File: src/stop_wake_pkg.sv
// Package of constants for the stop, wake-up and reset controller
package stop_wake_pkg;
    localparam logic [7:0] STOP_KEY = 8'h5A;
    localparam int RC_WDT_SEL_BIT = 5;
    localparam int WDT_RESET_SEL_BIT = 6;
    localparam logic [7:0] CLOCK_CTRL_RESET = 8'h00;
    localparam logic [7:0] KEY_REG_RESET = 8'h00;
    localparam logic [7:0] RAM_PAGE_RESET = 8'h00;
    localparam logic [7:0] BIT_START = 8'h00;
    localparam logic [7:0] BIT_TOP = 8'hFF;
    localparam logic [15:0] VECTOR_LOW_ADDR = 16'hFFFE;
    localparam logic [15:0] VECTOR_HIGH_ADDR = 16'hFFFF;
    localparam int CLK_MHZ = 200;
    localparam int OSC_MHZ = 4;
    localparam int CYC_PER_OSC = CLK_MHZ / OSC_MHZ;
    localparam int RESET_LOW_OSC = 8;
    localparam int RESET_LOW_CYC = RESET_LOW_OSC * CYC_PER_OSC;
    localparam int RESET_STAB_US = 65500;
    localparam int RESET_STAB_EXTRA_OSC = 7;
    localparam int RESET_STAB_CYC = RESET_STAB_US * CLK_MHZ + RESET_STAB_EXTRA_OSC * CYC_PER_OSC;
    typedef enum logic [5:0] {
        ST_RESET = 6'h01,
        ST_STAB = 6'h02,
        ST_VECTOR = 6'h04,
        ST_RUN = 6'h08,
        ST_STOP = 6'h10,
        ST_WAKE = 6'h20
    } wake_state_type;
endpackage

File: src/stop_wake_reset_control.sv
// Stop/RC-watchdog stop wake-up and reset sequencing controller
// Behaviour
// - STOP entered only by STOP instruction after full-byte key 5Ah write
// - Stop ends on reset, external irq, counters, watch timer, watchdog, serial
// - Reset exit restores control registers to reset values, RAM untouched
// - Interrupt exit keeps RAM and control registers unchanged
// - Global enable set vectors to interrupt; clear resumes after STOP
// - Wake-up counts interval timer 00 to FF; run resumes on overflow
// - RC stop halts main oscillator, RC keeps running, state and ports held
// - RC stop entered by STOP while RC select bit is one; byte writes
// - RC stop ends only on reset, external irq or watchdog irq
// - Watchdog wake, enabled, reset-select clear, irq enable set: run handler
// - Watchdog wake, enabled, reset-select set: internal reset, full processing
// - Five reset sources: power-on, pin, watchdog, power-fail, address fail
// - Power-on and reuse options make reset pin a plain input
// - Reset clears page register and flag, main clock, periph off, wdt pfd off
// - Reset pin held low eight oscillator periods initializes state
// - After release wait 65.5 ms plus seven oscillator periods
// - Program counter loaded from vector bytes at FFFE and FFFF
// - Fetch from unimplemented code or RAM area causes system reset
`timescale 1ns/1ps
module stop_wake_reset_control #(
    parameter int STAB_CYCLES = stop_wake_pkg::RESET_STAB_CYC,
    parameter int PIN_LOW_CYCLES = stop_wake_pkg::RESET_LOW_CYC
) (
    // Clock and reset
    input wire logic clk_i,
    input wire logic rst_i,
    // Pins and reset sources
    input wire logic reset_pin_n_i,
    input wire logic por_option_i,
    input wire logic reset_pin_reuse_option_i,
    input wire logic power_on_reset_i,
    input wire logic power_fail_reset_i,
    input wire logic watchdog_timeout_i,
    // Core interface
    input wire logic key_write_i,
    input wire logic [7:0] key_data_i,
    input wire logic clock_ctrl_write_i,
    input wire logic [7:0] clock_ctrl_data_i,
    input wire logic stop_instr_i,
    input wire logic global_irq_enable_i,
    input wire logic watchdog_irq_enable_i,
    input wire logic fetch_i,
    input wire logic fetch_illegal_i,
    input wire logic [7:0] vector_data_i,
    // Wake-up sources
    input wire logic ext_irq_i,
    input wire logic event_counter_input_i,
    input wire logic watch_timer_i,
    input wire logic watchdog_irq_i,
    input wire logic sync_serial_i,
    input wire logic async_serial_i,
    // Basic interval timer prescaler tick
    input wire logic bit_tick_i,
    // Outputs
    output logic sys_reset_o,
    output logic cpu_run_o,
    output logic main_osc_en_o,
    output logic rc_osc_en_o,
    output logic periph_clk_en_o,
    output logic watchdog_en_o,
    output logic power_fail_detector_en_o,
    output logic [7:0] ram_page_register_o,
    output logic direct_page_flag_o,
    output logic [7:0] clock_control_register_o,
    output logic [7:0] power_down_key_register_o,
    output logic [7:0] bit_count_o,
    output logic vector_fetch_o,
    output logic [15:0] vector_addr_o,
    output logic [15:0] pc_o,
    output logic take_irq_o,
    output logic take_wdt_irq_o,
    output logic resume_next_o,
    output logic reset_shared_input_o
);
    import stop_wake_pkg::*;

    // Three-stage synchronisers; a change counts when stages two and three agree
    function automatic logic filt(input logic [2:0] s, input logic prev);
        filt = (s[1] == s[2]) ? s[2] : prev;
    endfunction

    localparam int NSYNC = 8;
    logic [NSYNC-1:0] async_in;
    logic [NSYNC-1:0] sy1_ff;
    logic [NSYNC-1:0] sy2_ff;
    logic [NSYNC-1:0] sy3_ff;
    logic [NSYNC-1:0] syv_ff;
    // Bit 7 is the reset pin, which idles high; the rest idle low
    assign async_in[7] = reset_pin_n_i;
    assign async_in[6] = ext_irq_i;
    assign async_in[5] = event_counter_input_i;
    assign async_in[4] = watch_timer_i;
    assign async_in[3] = watchdog_irq_i;
    assign async_in[2] = sync_serial_i;
    assign async_in[1] = async_serial_i;
    assign async_in[0] = power_fail_reset_i;

    always_ff @(posedge clk_i or posedge rst_i) begin
        if (rst_i) begin
            sy1_ff <= 8'h80;
            sy2_ff <= 8'h80;
            sy3_ff <= 8'h80;
            syv_ff <= 8'h80;
        end else begin
            sy1_ff <= async_in;
            sy2_ff <= sy1_ff;
            sy3_ff <= sy2_ff;
            for (int i = 0; i < NSYNC; i++) begin
                syv_ff[i] <= filt({sy3_ff[i], sy2_ff[i], 1'b0}, syv_ff[i]);
            end
        end
    end

    wire pin_n_s = syv_ff[7];
    wire ext_s = syv_ff[6];
    wire ec_s = syv_ff[5];
    wire wt_s = syv_ff[4];
    wire wdi_s = syv_ff[3];
    wire ssp_s = syv_ff[2];
    wire asp_s = syv_ff[1];
    wire pfd_s = syv_ff[0];

    // Pin reuse: both options turn the reset pin into a plain input
    wire pin_reused = por_option_i & reset_pin_reuse_option_i;

    // Low-time counter on the reset pin; short glitches do not reset
    logic [15:0] pin_low_ff;
    wire pin_low_ok = (pin_low_ff >= 16'(PIN_LOW_CYCLES));
    wire [15:0] nxt_pin_low = (pin_n_s | pin_reused) ? 16'h0000 :
                              (pin_low_ok ? pin_low_ff : pin_low_ff + 16'h0001);

    logic [7:0] clkctl_ff;
    logic [7:0] key_ff;
    wire rc_mode = clkctl_ff[RC_WDT_SEL_BIT];
    wire wdt_rst_sel = clkctl_ff[WDT_RESET_SEL_BIT];

    wake_state_type state_ff;
    wake_state_type nxt_state;
    logic wdt_wake_ff;

    // Watchdog wake with reset-select set becomes an internal reset
    wire wdt_wake_reset = (state_ff == ST_STOP) && rc_mode && wdi_s
                          && global_irq_enable_i && wdt_rst_sel;
    // Address fail is checked only in run, so the vector phase never trips it
    wire addr_fail = fetch_i & fetch_illegal_i & (state_ff == ST_RUN);
    wire any_reset = power_on_reset_i | pin_low_ok | watchdog_timeout_i | pfd_s
                     | addr_fail | wdt_wake_reset;

    // Wake sources depend on the stop flavour
    wire wake_plain = ext_s | ec_s | wt_s | wdi_s | ssp_s | asp_s;
    // The RC flavour ignores counters and serial units: their clocks are stopped
    wire wake_rc = ext_s | wdi_s;
    wire wake_now = rc_mode ? wake_rc : wake_plain;
    wire stop_ok = stop_instr_i && (key_ff == STOP_KEY);

    logic [31:0] stab_ff;
    logic [7:0] bit_ff;
    logic vec_hi_ff;
    wire stab_done = (stab_ff >= 32'(STAB_CYCLES));
    wire bit_over = (bit_ff == BIT_TOP) & bit_tick_i;

    always_comb begin
        nxt_state = state_ff;
        // Next-state logic
        case (state_ff)
            ST_RESET: begin
                nxt_state = ST_STAB;
            end
            ST_STAB: begin
                if (stab_done) begin
                    nxt_state = ST_VECTOR;
                end
            end
            ST_VECTOR: begin
                if (vec_hi_ff) begin
                    nxt_state = ST_RUN;
                end
            end
            ST_RUN: begin
                if (stop_ok) begin
                    nxt_state = ST_STOP;
                end
            end
            ST_STOP: begin
                if (wake_now) begin
                    nxt_state = ST_WAKE;
                end
            end
            ST_WAKE: begin
                if (bit_over) begin
                    nxt_state = ST_RUN;
                end
            end
            default: begin
                nxt_state = ST_RESET;
            end
        endcase
        // Any reset source overrides the sequence, whatever the state
        if (any_reset) begin
            nxt_state = ST_RESET;
        end
    end

    always_ff @(posedge clk_i or posedge rst_i) begin
        if (rst_i) begin
            state_ff <= ST_RESET;
            pin_low_ff <= 16'h0000;
        end else begin
            state_ff <= nxt_state;
            pin_low_ff <= nxt_pin_low;
        end
    end

    // Control registers: reset restores them, interrupt wake keeps them
    always_ff @(posedge clk_i or posedge rst_i) begin
        if (rst_i) begin
            clkctl_ff <= CLOCK_CTRL_RESET;
            key_ff <= KEY_REG_RESET;
        end else if (state_ff == ST_RESET) begin
            clkctl_ff <= CLOCK_CTRL_RESET;
            key_ff <= KEY_REG_RESET;
        end else begin
            // Key and clock control keep their value over an interrupt wake
            if (clock_ctrl_write_i) begin
                clkctl_ff <= clock_ctrl_data_i;
            end
            if (key_write_i) begin
                key_ff <= key_data_i;
            end
        end
    end

    // Stabilization count after reset and interval timer count after wake
    always_ff @(posedge clk_i or posedge rst_i) begin
        if (rst_i) begin
            stab_ff <= 32'h00000000;
            bit_ff <= BIT_START;
        end else begin
            // A plain cycle count, long enough for the oscillator to settle
            if (state_ff == ST_STAB) begin
                stab_ff <= stab_ff + 32'h00000001;
            end else begin
                stab_ff <= 32'h00000000;
            end
            if (state_ff != ST_WAKE) begin
                bit_ff <= BIT_START;
            end else if (bit_tick_i) begin
                bit_ff <= bit_ff + 8'h01;
            end
        end
    end

    // Only a watchdog request in RC stop counts as a watchdog wake
    always_ff @(posedge clk_i or posedge rst_i) begin
        if (rst_i) begin
            wdt_wake_ff <= 1'b0;
        end else if (state_ff == ST_STOP && wake_now) begin
            wdt_wake_ff <= rc_mode & wdi_s & ~ext_s;
        end
    end

    wire exit_wake = (state_ff == ST_WAKE) & bit_over;
    wire go_irq = exit_wake & global_irq_enable_i & ~wdt_wake_ff;
    wire go_wdt = exit_wake & global_irq_enable_i & wdt_wake_ff & ~wdt_rst_sel
                  & watchdog_irq_enable_i;
    wire go_next = exit_wake & ~(go_irq | go_wdt);

    // Vector fetch: low byte at FFFE then high byte at FFFF
    logic [15:0] pc_ff;
    always_ff @(posedge clk_i or posedge rst_i) begin
        if (rst_i) begin
            vec_hi_ff <= 1'b0;
            pc_ff <= 16'h0000;
        end else if (state_ff == ST_VECTOR) begin
            vec_hi_ff <= ~vec_hi_ff;
            if (vec_hi_ff) begin
                pc_ff[15:8] <= vector_data_i;
            end else begin
                pc_ff[7:0] <= vector_data_i;
            end
        end else begin
            vec_hi_ff <= 1'b0;
        end
    end

    // Registered outputs
    always_ff @(posedge clk_i or posedge rst_i) begin
        if (rst_i) begin
            sys_reset_o <= 1'b1;
            cpu_run_o <= 1'b0;
            main_osc_en_o <= 1'b1;
            rc_osc_en_o <= 1'b1;
            periph_clk_en_o <= 1'b0;
            watchdog_en_o <= 1'b0;
            power_fail_detector_en_o <= 1'b0;
            ram_page_register_o <= RAM_PAGE_RESET;
            direct_page_flag_o <= 1'b0;
            vector_fetch_o <= 1'b0;
            vector_addr_o <= VECTOR_LOW_ADDR;
            take_irq_o <= 1'b0;
            take_wdt_irq_o <= 1'b0;
            resume_next_o <= 1'b0;
            reset_shared_input_o <= 1'b1;
        end else begin
            sys_reset_o <= (nxt_state == ST_RESET) || (nxt_state == ST_STAB);
            cpu_run_o <= (nxt_state == ST_RUN);
            // Stopped main oscillator in both stop flavours, RC keeps running
            main_osc_en_o <= (nxt_state != ST_STOP);
            rc_osc_en_o <= 1'b1;
            // Watchdog and detector stay off here; software enables them elsewhere
            if (nxt_state == ST_RESET) begin
                periph_clk_en_o <= 1'b0;
                watchdog_en_o <= 1'b0;
                power_fail_detector_en_o <= 1'b0;
                ram_page_register_o <= RAM_PAGE_RESET;
                direct_page_flag_o <= 1'b0;
            end else if (state_ff == ST_RUN) begin
                periph_clk_en_o <= 1'b1;
            end
            vector_fetch_o <= (nxt_state == ST_VECTOR);
            if (state_ff == ST_VECTOR && !vec_hi_ff) begin
                vector_addr_o <= VECTOR_HIGH_ADDR;
            end else begin
                vector_addr_o <= VECTOR_LOW_ADDR;
            end
            take_irq_o <= go_irq;
            take_wdt_irq_o <= go_wdt;
            resume_next_o <= go_next;
            reset_shared_input_o <= pin_n_s;
        end
    end

    assign clock_control_register_o = clkctl_ff;
    assign power_down_key_register_o = key_ff;
    assign bit_count_o = bit_ff;
    assign pc_o = pc_ff;
endmodule

File: config.mk
export PLATFORM = sky130hd
export DESIGN_NAME = stop_wake_reset_control
export DESIGN_NICKNAME = d
export VERILOG_FILES = /design/src/stop_wake_pkg.sv /design/src/stop_wake_reset_control.sv
export SDC_FILE = /design/constraint.sdc
export NUM_CORES = 1
export LEC_CHECK = 0
export ABC_CLOCK_PERIOD_IN_PS = 7140
export BUFFER_PORTS_ARGS = -buffer_cell sky130_fd_sc_hd__buf_2
export CORE_AREA = 2 2 107 109
export DETAILED_ROUTE_END_ITERATION = 12
export DIE_AREA = 0 0 109 111
export HOLD_SLACK_MARGIN = 0.02
export MAX_ROUTING_LAYER = met4
export PLACE_DENSITY_LB_ADDON = 0.05
export SLEW_MARGIN = 20
export SYNTH_ARGS = -nofsm -noshare
export SYNTH_HDL_FRONTEND = slang
export SYNTH_SLANG_ARGS = --single-unit
File: constraint.sdc
create_clock -name clk_i -period 7.14 [get_ports clk_i]
set_input_delay 1.428 -clock clk_i [delete_from_list [all_inputs] [get_ports clk_i]]
set_output_delay 1.428 -clock clk_i [all_outputs]
set_load 0.05 [all_outputs]
-- Word-level counts from Yosys, hierarchy flattened
Index checks and enable logic that the tools add are counted.
- add/subtract/negate cells: 3
- multiply operators: 0
- div/mod/pow operators: 0
- $lt $le $gt $ge: 2
- equality and inequality tests: 23
- shifts and indexed selects: 0
- mux-type cells: 21
- bitwise gates (word level): 31
- reduce and logical (&&, ||, !) cells: 15
- operators with widths (operator ; count):
    two-way mux 8 bit ; 6
    two-way mux 6 bit ; 6
    one-hot mux 6 bit (6 select lines) ; 1
    adder 32 x 1 -> 32 bit (second input constant) ; 1
    >= comparator 32 x 24 -> 1 bit (second input constant) ; 1
    two-way mux 16 bit ; 2
    two-way mux 32 bit ; 1
    adder 16 x 1 -> 16 bit (second input constant) ; 1
    >= comparator 16 x 9 -> 1 bit (second input constant) ; 1
    bitwise AND 1 bit ; 13
    OR 1 bit ; 13
    equality test 6 x 1 -> 1 bit (second input constant) ; 2
    equality test 6 x 2 -> 1 bit (second input constant) ; 2
    equality test 6 x 3 -> 1 bit (second input constant) ; 2
    equality test 6 x 4 -> 1 bit (second input constant) ; 2
    adder 8 x 1 -> 8 bit (second input constant) ; 1
    equality test 1 bit ; 8
    equality test 8 x 7 -> 1 bit (second input constant) ; 1
    equality test 8 bit (second input constant) ; 1
    nonzero test 2 bit ; 4
    logical AND 1 bit ; 7
    equality test 6 x 5 -> 1 bit (second input constant) ; 1
    equality test 6 bit (second input constant) ; 1
    != test 6 x 5 -> 1 bit (second input constant) ; 1
    other kinds (7) ; 16
- bits in registers: 153
- latch bits: 0
- memory bits (writable): 0
- ROM bits: 0
- word-level logic and storage cells: 126
- memories: 0

-- Logic depth before layout (Yosys ltp)
- word-level depth: 11
- mapped depth: 6
- depth with buffers taken out: 6

-- Worst setup path before layout
Ideal clock, no wire load.
- kind: input-to-reg
- start point: input bit_tick_i
- end point: register state_ff[2]
- library setup time: 0.136 ns
- data arrival time: 2.679 ns
- data required time: 7.004 ns
- slack: 4.325 ns
- stages: 6
- path buffers: 1
- cell sequence: clkbuf_1 > nand4_1 > nor3_1 > or2_2 > nor4bb_1 > nor4_1
- cells in the longest elaborated chain, start to end: 4
- RTL lines (element ; line ; source):
    start: declaration ; stop_wake_reset_control.sv:55 ; input wire logic bit_tick_i,
    bitwise AND 1 bit ; stop_wake_reset_control.sv:162 ; wire bit_over = (bit_ff == BIT_TOP) & bit_tick_i;
    two-way mux 6 bit ; stop_wake_reset_control.sv:192 ; if (bit_over) begin
    one-hot mux 6 bit (6 select lines) ; stop_wake_reset_control.sv:167 ; case (state_ff)
    two-way mux 6 bit ; stop_wake_reset_control.sv:201 ; if (any_reset) begin
    named net nxt_state[2] ; stop_wake_reset_control.sv:140 ; wake_state_type nxt_state;
    end signal: assignment ; stop_wake_reset_control.sv:211 ; state_ff <= nxt_state;
    end: declaration ; stop_wake_reset_control.sv:139 ; wake_state_type state_ff;
The timed path passes the listed nets, and every way through them passes these cells.
A chain may end at the register's enable or synchronous reset.

-- Worst setup path after layout
- start point: input power_on_reset_i
- end point: register main_osc_en_o
- cells in the longest elaborated chain, start to end: 7
- RTL lines (element ; line ; source):
    start: declaration ; stop_wake_reset_control.sv:33 ; input wire logic power_on_reset_i,
    OR 1 bit (3 in series) ; stop_wake_reset_control.sv:148 ; wire any_reset = power_on_reset_i | pin_low_ok | watchdog_timeout_i | pfd_s
    OR 1 bit (2 in series) ; stop_wake_reset_control.sv:149 ; | addr_fail | wdt_wake_reset;
    two-way mux 6 bit ; stop_wake_reset_control.sv:201 ;
    != test 6 x 5 -> 1 bit ; stop_wake_reset_control.sv:310 ; main_osc_en_o <= (nxt_state != ST_STOP);
    end signal: assignment ; stop_wake_reset_control.sv:310 ;
    end: declaration ; stop_wake_reset_control.sv:59 ; output logic main_osc_en_o,
No other way between the ends.

==> flow_summary.yaml <==
global_route:
  grt_pass1_vias: 3904
  use_met2_pct: 31.8
  grt_util_all_layers_pct: 20.4
  top_usage_layer: "met2"
  antenna_found_initial: 0
  grt_max_degree: 83
  gr-total-overflow: 0
  met3_usage_pct: 4.35
  grtUsageMet1_pct: 26.4
  grt_first_pass_wirelength_um: 18600
synth:
  yosys_warnings: 0
  synth_cell_types: 52
  synth_seq_cells: 137
  synth.avg_cell_area_um2: 10.9
  synth_flop_cell: "dfrtp_1"
  synth-edff-count: 0
  async_flop_share_pct: 100
  syn_inst: 537
  synth_area_um2: 5880
  ys_seq_area_share_pct: 58.5
floorplan:
  start_util_pct: 53.1
  die_w_um: 109
  core_um2: 11100
  rows: 39
  io_pins: 123
  dieArea_um2: 12100
  die_y_um: 111
sta:
  fin_crit_sh_pct: 39.1
  maxSlewHeadroom_pct: 45.8
  post-route-min-period_ps: 2790
  slew_violations: 0
  tightest_slew_ps: 812
  rsz0062_at_grt: "no"
  hold_viol_final: 0
  fin_tns_setup_ps: 0
  fin_skew_ps: 6.30
  max_freq_ghz: 0.358
  setup_ws_ps: 4350
  setup_viol: 0
setup_path:
  crit_fanout: 11
  crit_type: "input pin to flop"
  startpoint_type: "input pin"
  worstPathRequired_ps: 7470
  worst_ep_arrival_time_ps: 3120
  critPathCaptureType: "flop"
placement:
  dp_hpwl_um: 7680
  io_buffers: 95
  place_ws_ps: 3930
  gp_congestion: 0.800
cells_and_area:
  syn2layout_area_growth_pct: 19.6
  layout_common_cells: "129 x dfrtp_1, 95 x buf_2, 70 x nor2_1, 49 x nand2_1, 27 x conb_1"
  layout-drive-gt1-share_pct: 23.7
  layout_commonest_cell: "dfrtp_1"
  antenna_cells: 0
  final_nets: 683
clocking:
  path_clk_slew_ps: 50
  cts_setup_buffers: 0
  root_buffer: "clkbuf_16"
  clk_latency_ps: 410
  cts_sinks: 137
  clk_path_buf_depth: 2
  htreeDepth: 4
  cts_tree: "built"
  post_cts_resized: 0
  ctsHoldBuffers: 0
  cts_buffers: 17
route:
  drt_pass1_iterations: 5
  routed_wl_um: 11300
  route.detailed.drc: 0
  drt_iter0_drc: 147
  ant_nets: 0
  vias: 4091
  via_per_inst: 5.19
  wl_per_cell_um: 14.4
pwr:
  intPower_mw: 1.49
  leakage_nw: 3.21
  swShare_pct: 22.3
  p_comb_share_pct: 6.6
  p_per_area_nw_per_um2: 272
  p_seq_share_pct: 42.5
  ir_drop_uv: 255
  clock_power_share_pct: 50.8
  power.net_switching_mw: 0.426
flow_run:
  maxCapViolations: 0
outcome:
  outcome: "finished, final reports clean"
min_path:
  hold_class: "flop to flop"
-- sequential cells by signal, indices dropped and copies added (netlist names), 6 cells and up --
| name | flops |
|---|---|
| bit_count_o | 8 |
| clock_control_register_o | 8 |
| pc_o | 16 |
| pin_low_ff | 16 |
| power_down_key_register_o | 8 |
| stab_ff | 32 |
| state_ff | 6 |
| sy1_ff | 8 |
| sy2_ff | 8 |
| sy3_ff | 8 |
| syv_ff | 8 |
-- stage by stage --
stage	power, mW	util [%]	cell area [um^2]	hold slack, ps	cells
floorplan	0.933	-	5970	331	562
global placement	0.952	57.4	6360	338	756
detailed placement	0.955	57.4	6360	336	756
CTS	1.93	63.5	7030	352	788
global route	1.98	63.5	7030	355	788
finish	1.91	63.5	7030	349	788
-- critical path, stage by stage --
cell and delay (ps):
buf_2 90, or3_1 440, a311oi_2 270, o2111ai_1 440, or2_2 450
-- synthesized netlist by cell type (9+ instances only) --
cell,number,area [um^2]
clkbuf_1,14,52.6
buf_4,29,218
nand4_1,9,56.3
inv_1,12,45.0
nand3_1,19,95.1
nor3_1,12,60.1
nor2_1,70,263
mux2i_1,17,170
nor4_1,15,93.8
o21ai_0,11,55.1
nand2_1,49,184
xor2_1,15,131
dfrtp_1,129,3230
a21oi_1,13,65.1
xnor2_1,23,201
-- power by group through the flow --
stage | sequential, mW | combinational, mW | clock, mW
3_5_place_dp | 0.827 | 0.128 | 0
4_1_cts | 0.814 | 0.129 | 0.991
2_1_floorplan | 0.848 | 0.0848 | 0
5_1_grt | 0.815 | 0.138 | 1.03
6_report | 0.813 | 0.127 | 0.972
3_3_place_gp | 0.826 | 0.126 | 0
-- per-layer routing --
metal  share of wire (%)  up-vias
met4                 1.8        0
met3                 5.9       17
met2                  49      128
met5                   0        -
li1                    -     1970
met1                  44     1976
-- final timing paths --
check                                      start       endpoint  slack (ps)  depth (start not counted)
worst max-delay path            power_on_reset_i  main_osc_en_o        4350                          5
max in group asynchronous                  rst_i      syv_ff[6]        4880                          3
worst min-delay path                   sy1_ff[4]      sy2_ff[4]         350                          0
worst min register to register         sy1_ff[4]      sy2_ff[4]         350                          0
worst max register to register       state_ff[3]    state_ff[2]        4590                          5
min in group asynchronous                  rst_i      sy2_ff[1]        1140                          2
-- cell families (layout without fill, tap and decap cells) --
logic type                 Yosys count  in the layout  share of synthesized area, %
buffers and inverters               58            141                          5.58
adders and majority gates           14             14                          2.62
xor gates and xnor gates            38             38                          5.66
muxes                               25             25                          4.43
other                                2             27                         0.128
AOI/OAI and AO/OA                   42             42                          4.47
and+or+nand+nor                    221            221                          18.6
DFF                                137            137                          58.5
-- layout make-up --
class                      count  area (um^2)
fill                         890         4040
tap                          143          179
multi-input combinational    367         2210
inverter                      13         51.3
clock inverter                11          191
sequential                   137         3440
clock buffer                  21          480
timing repair buffer          96          487
Power figures use the tool's default switching activity.
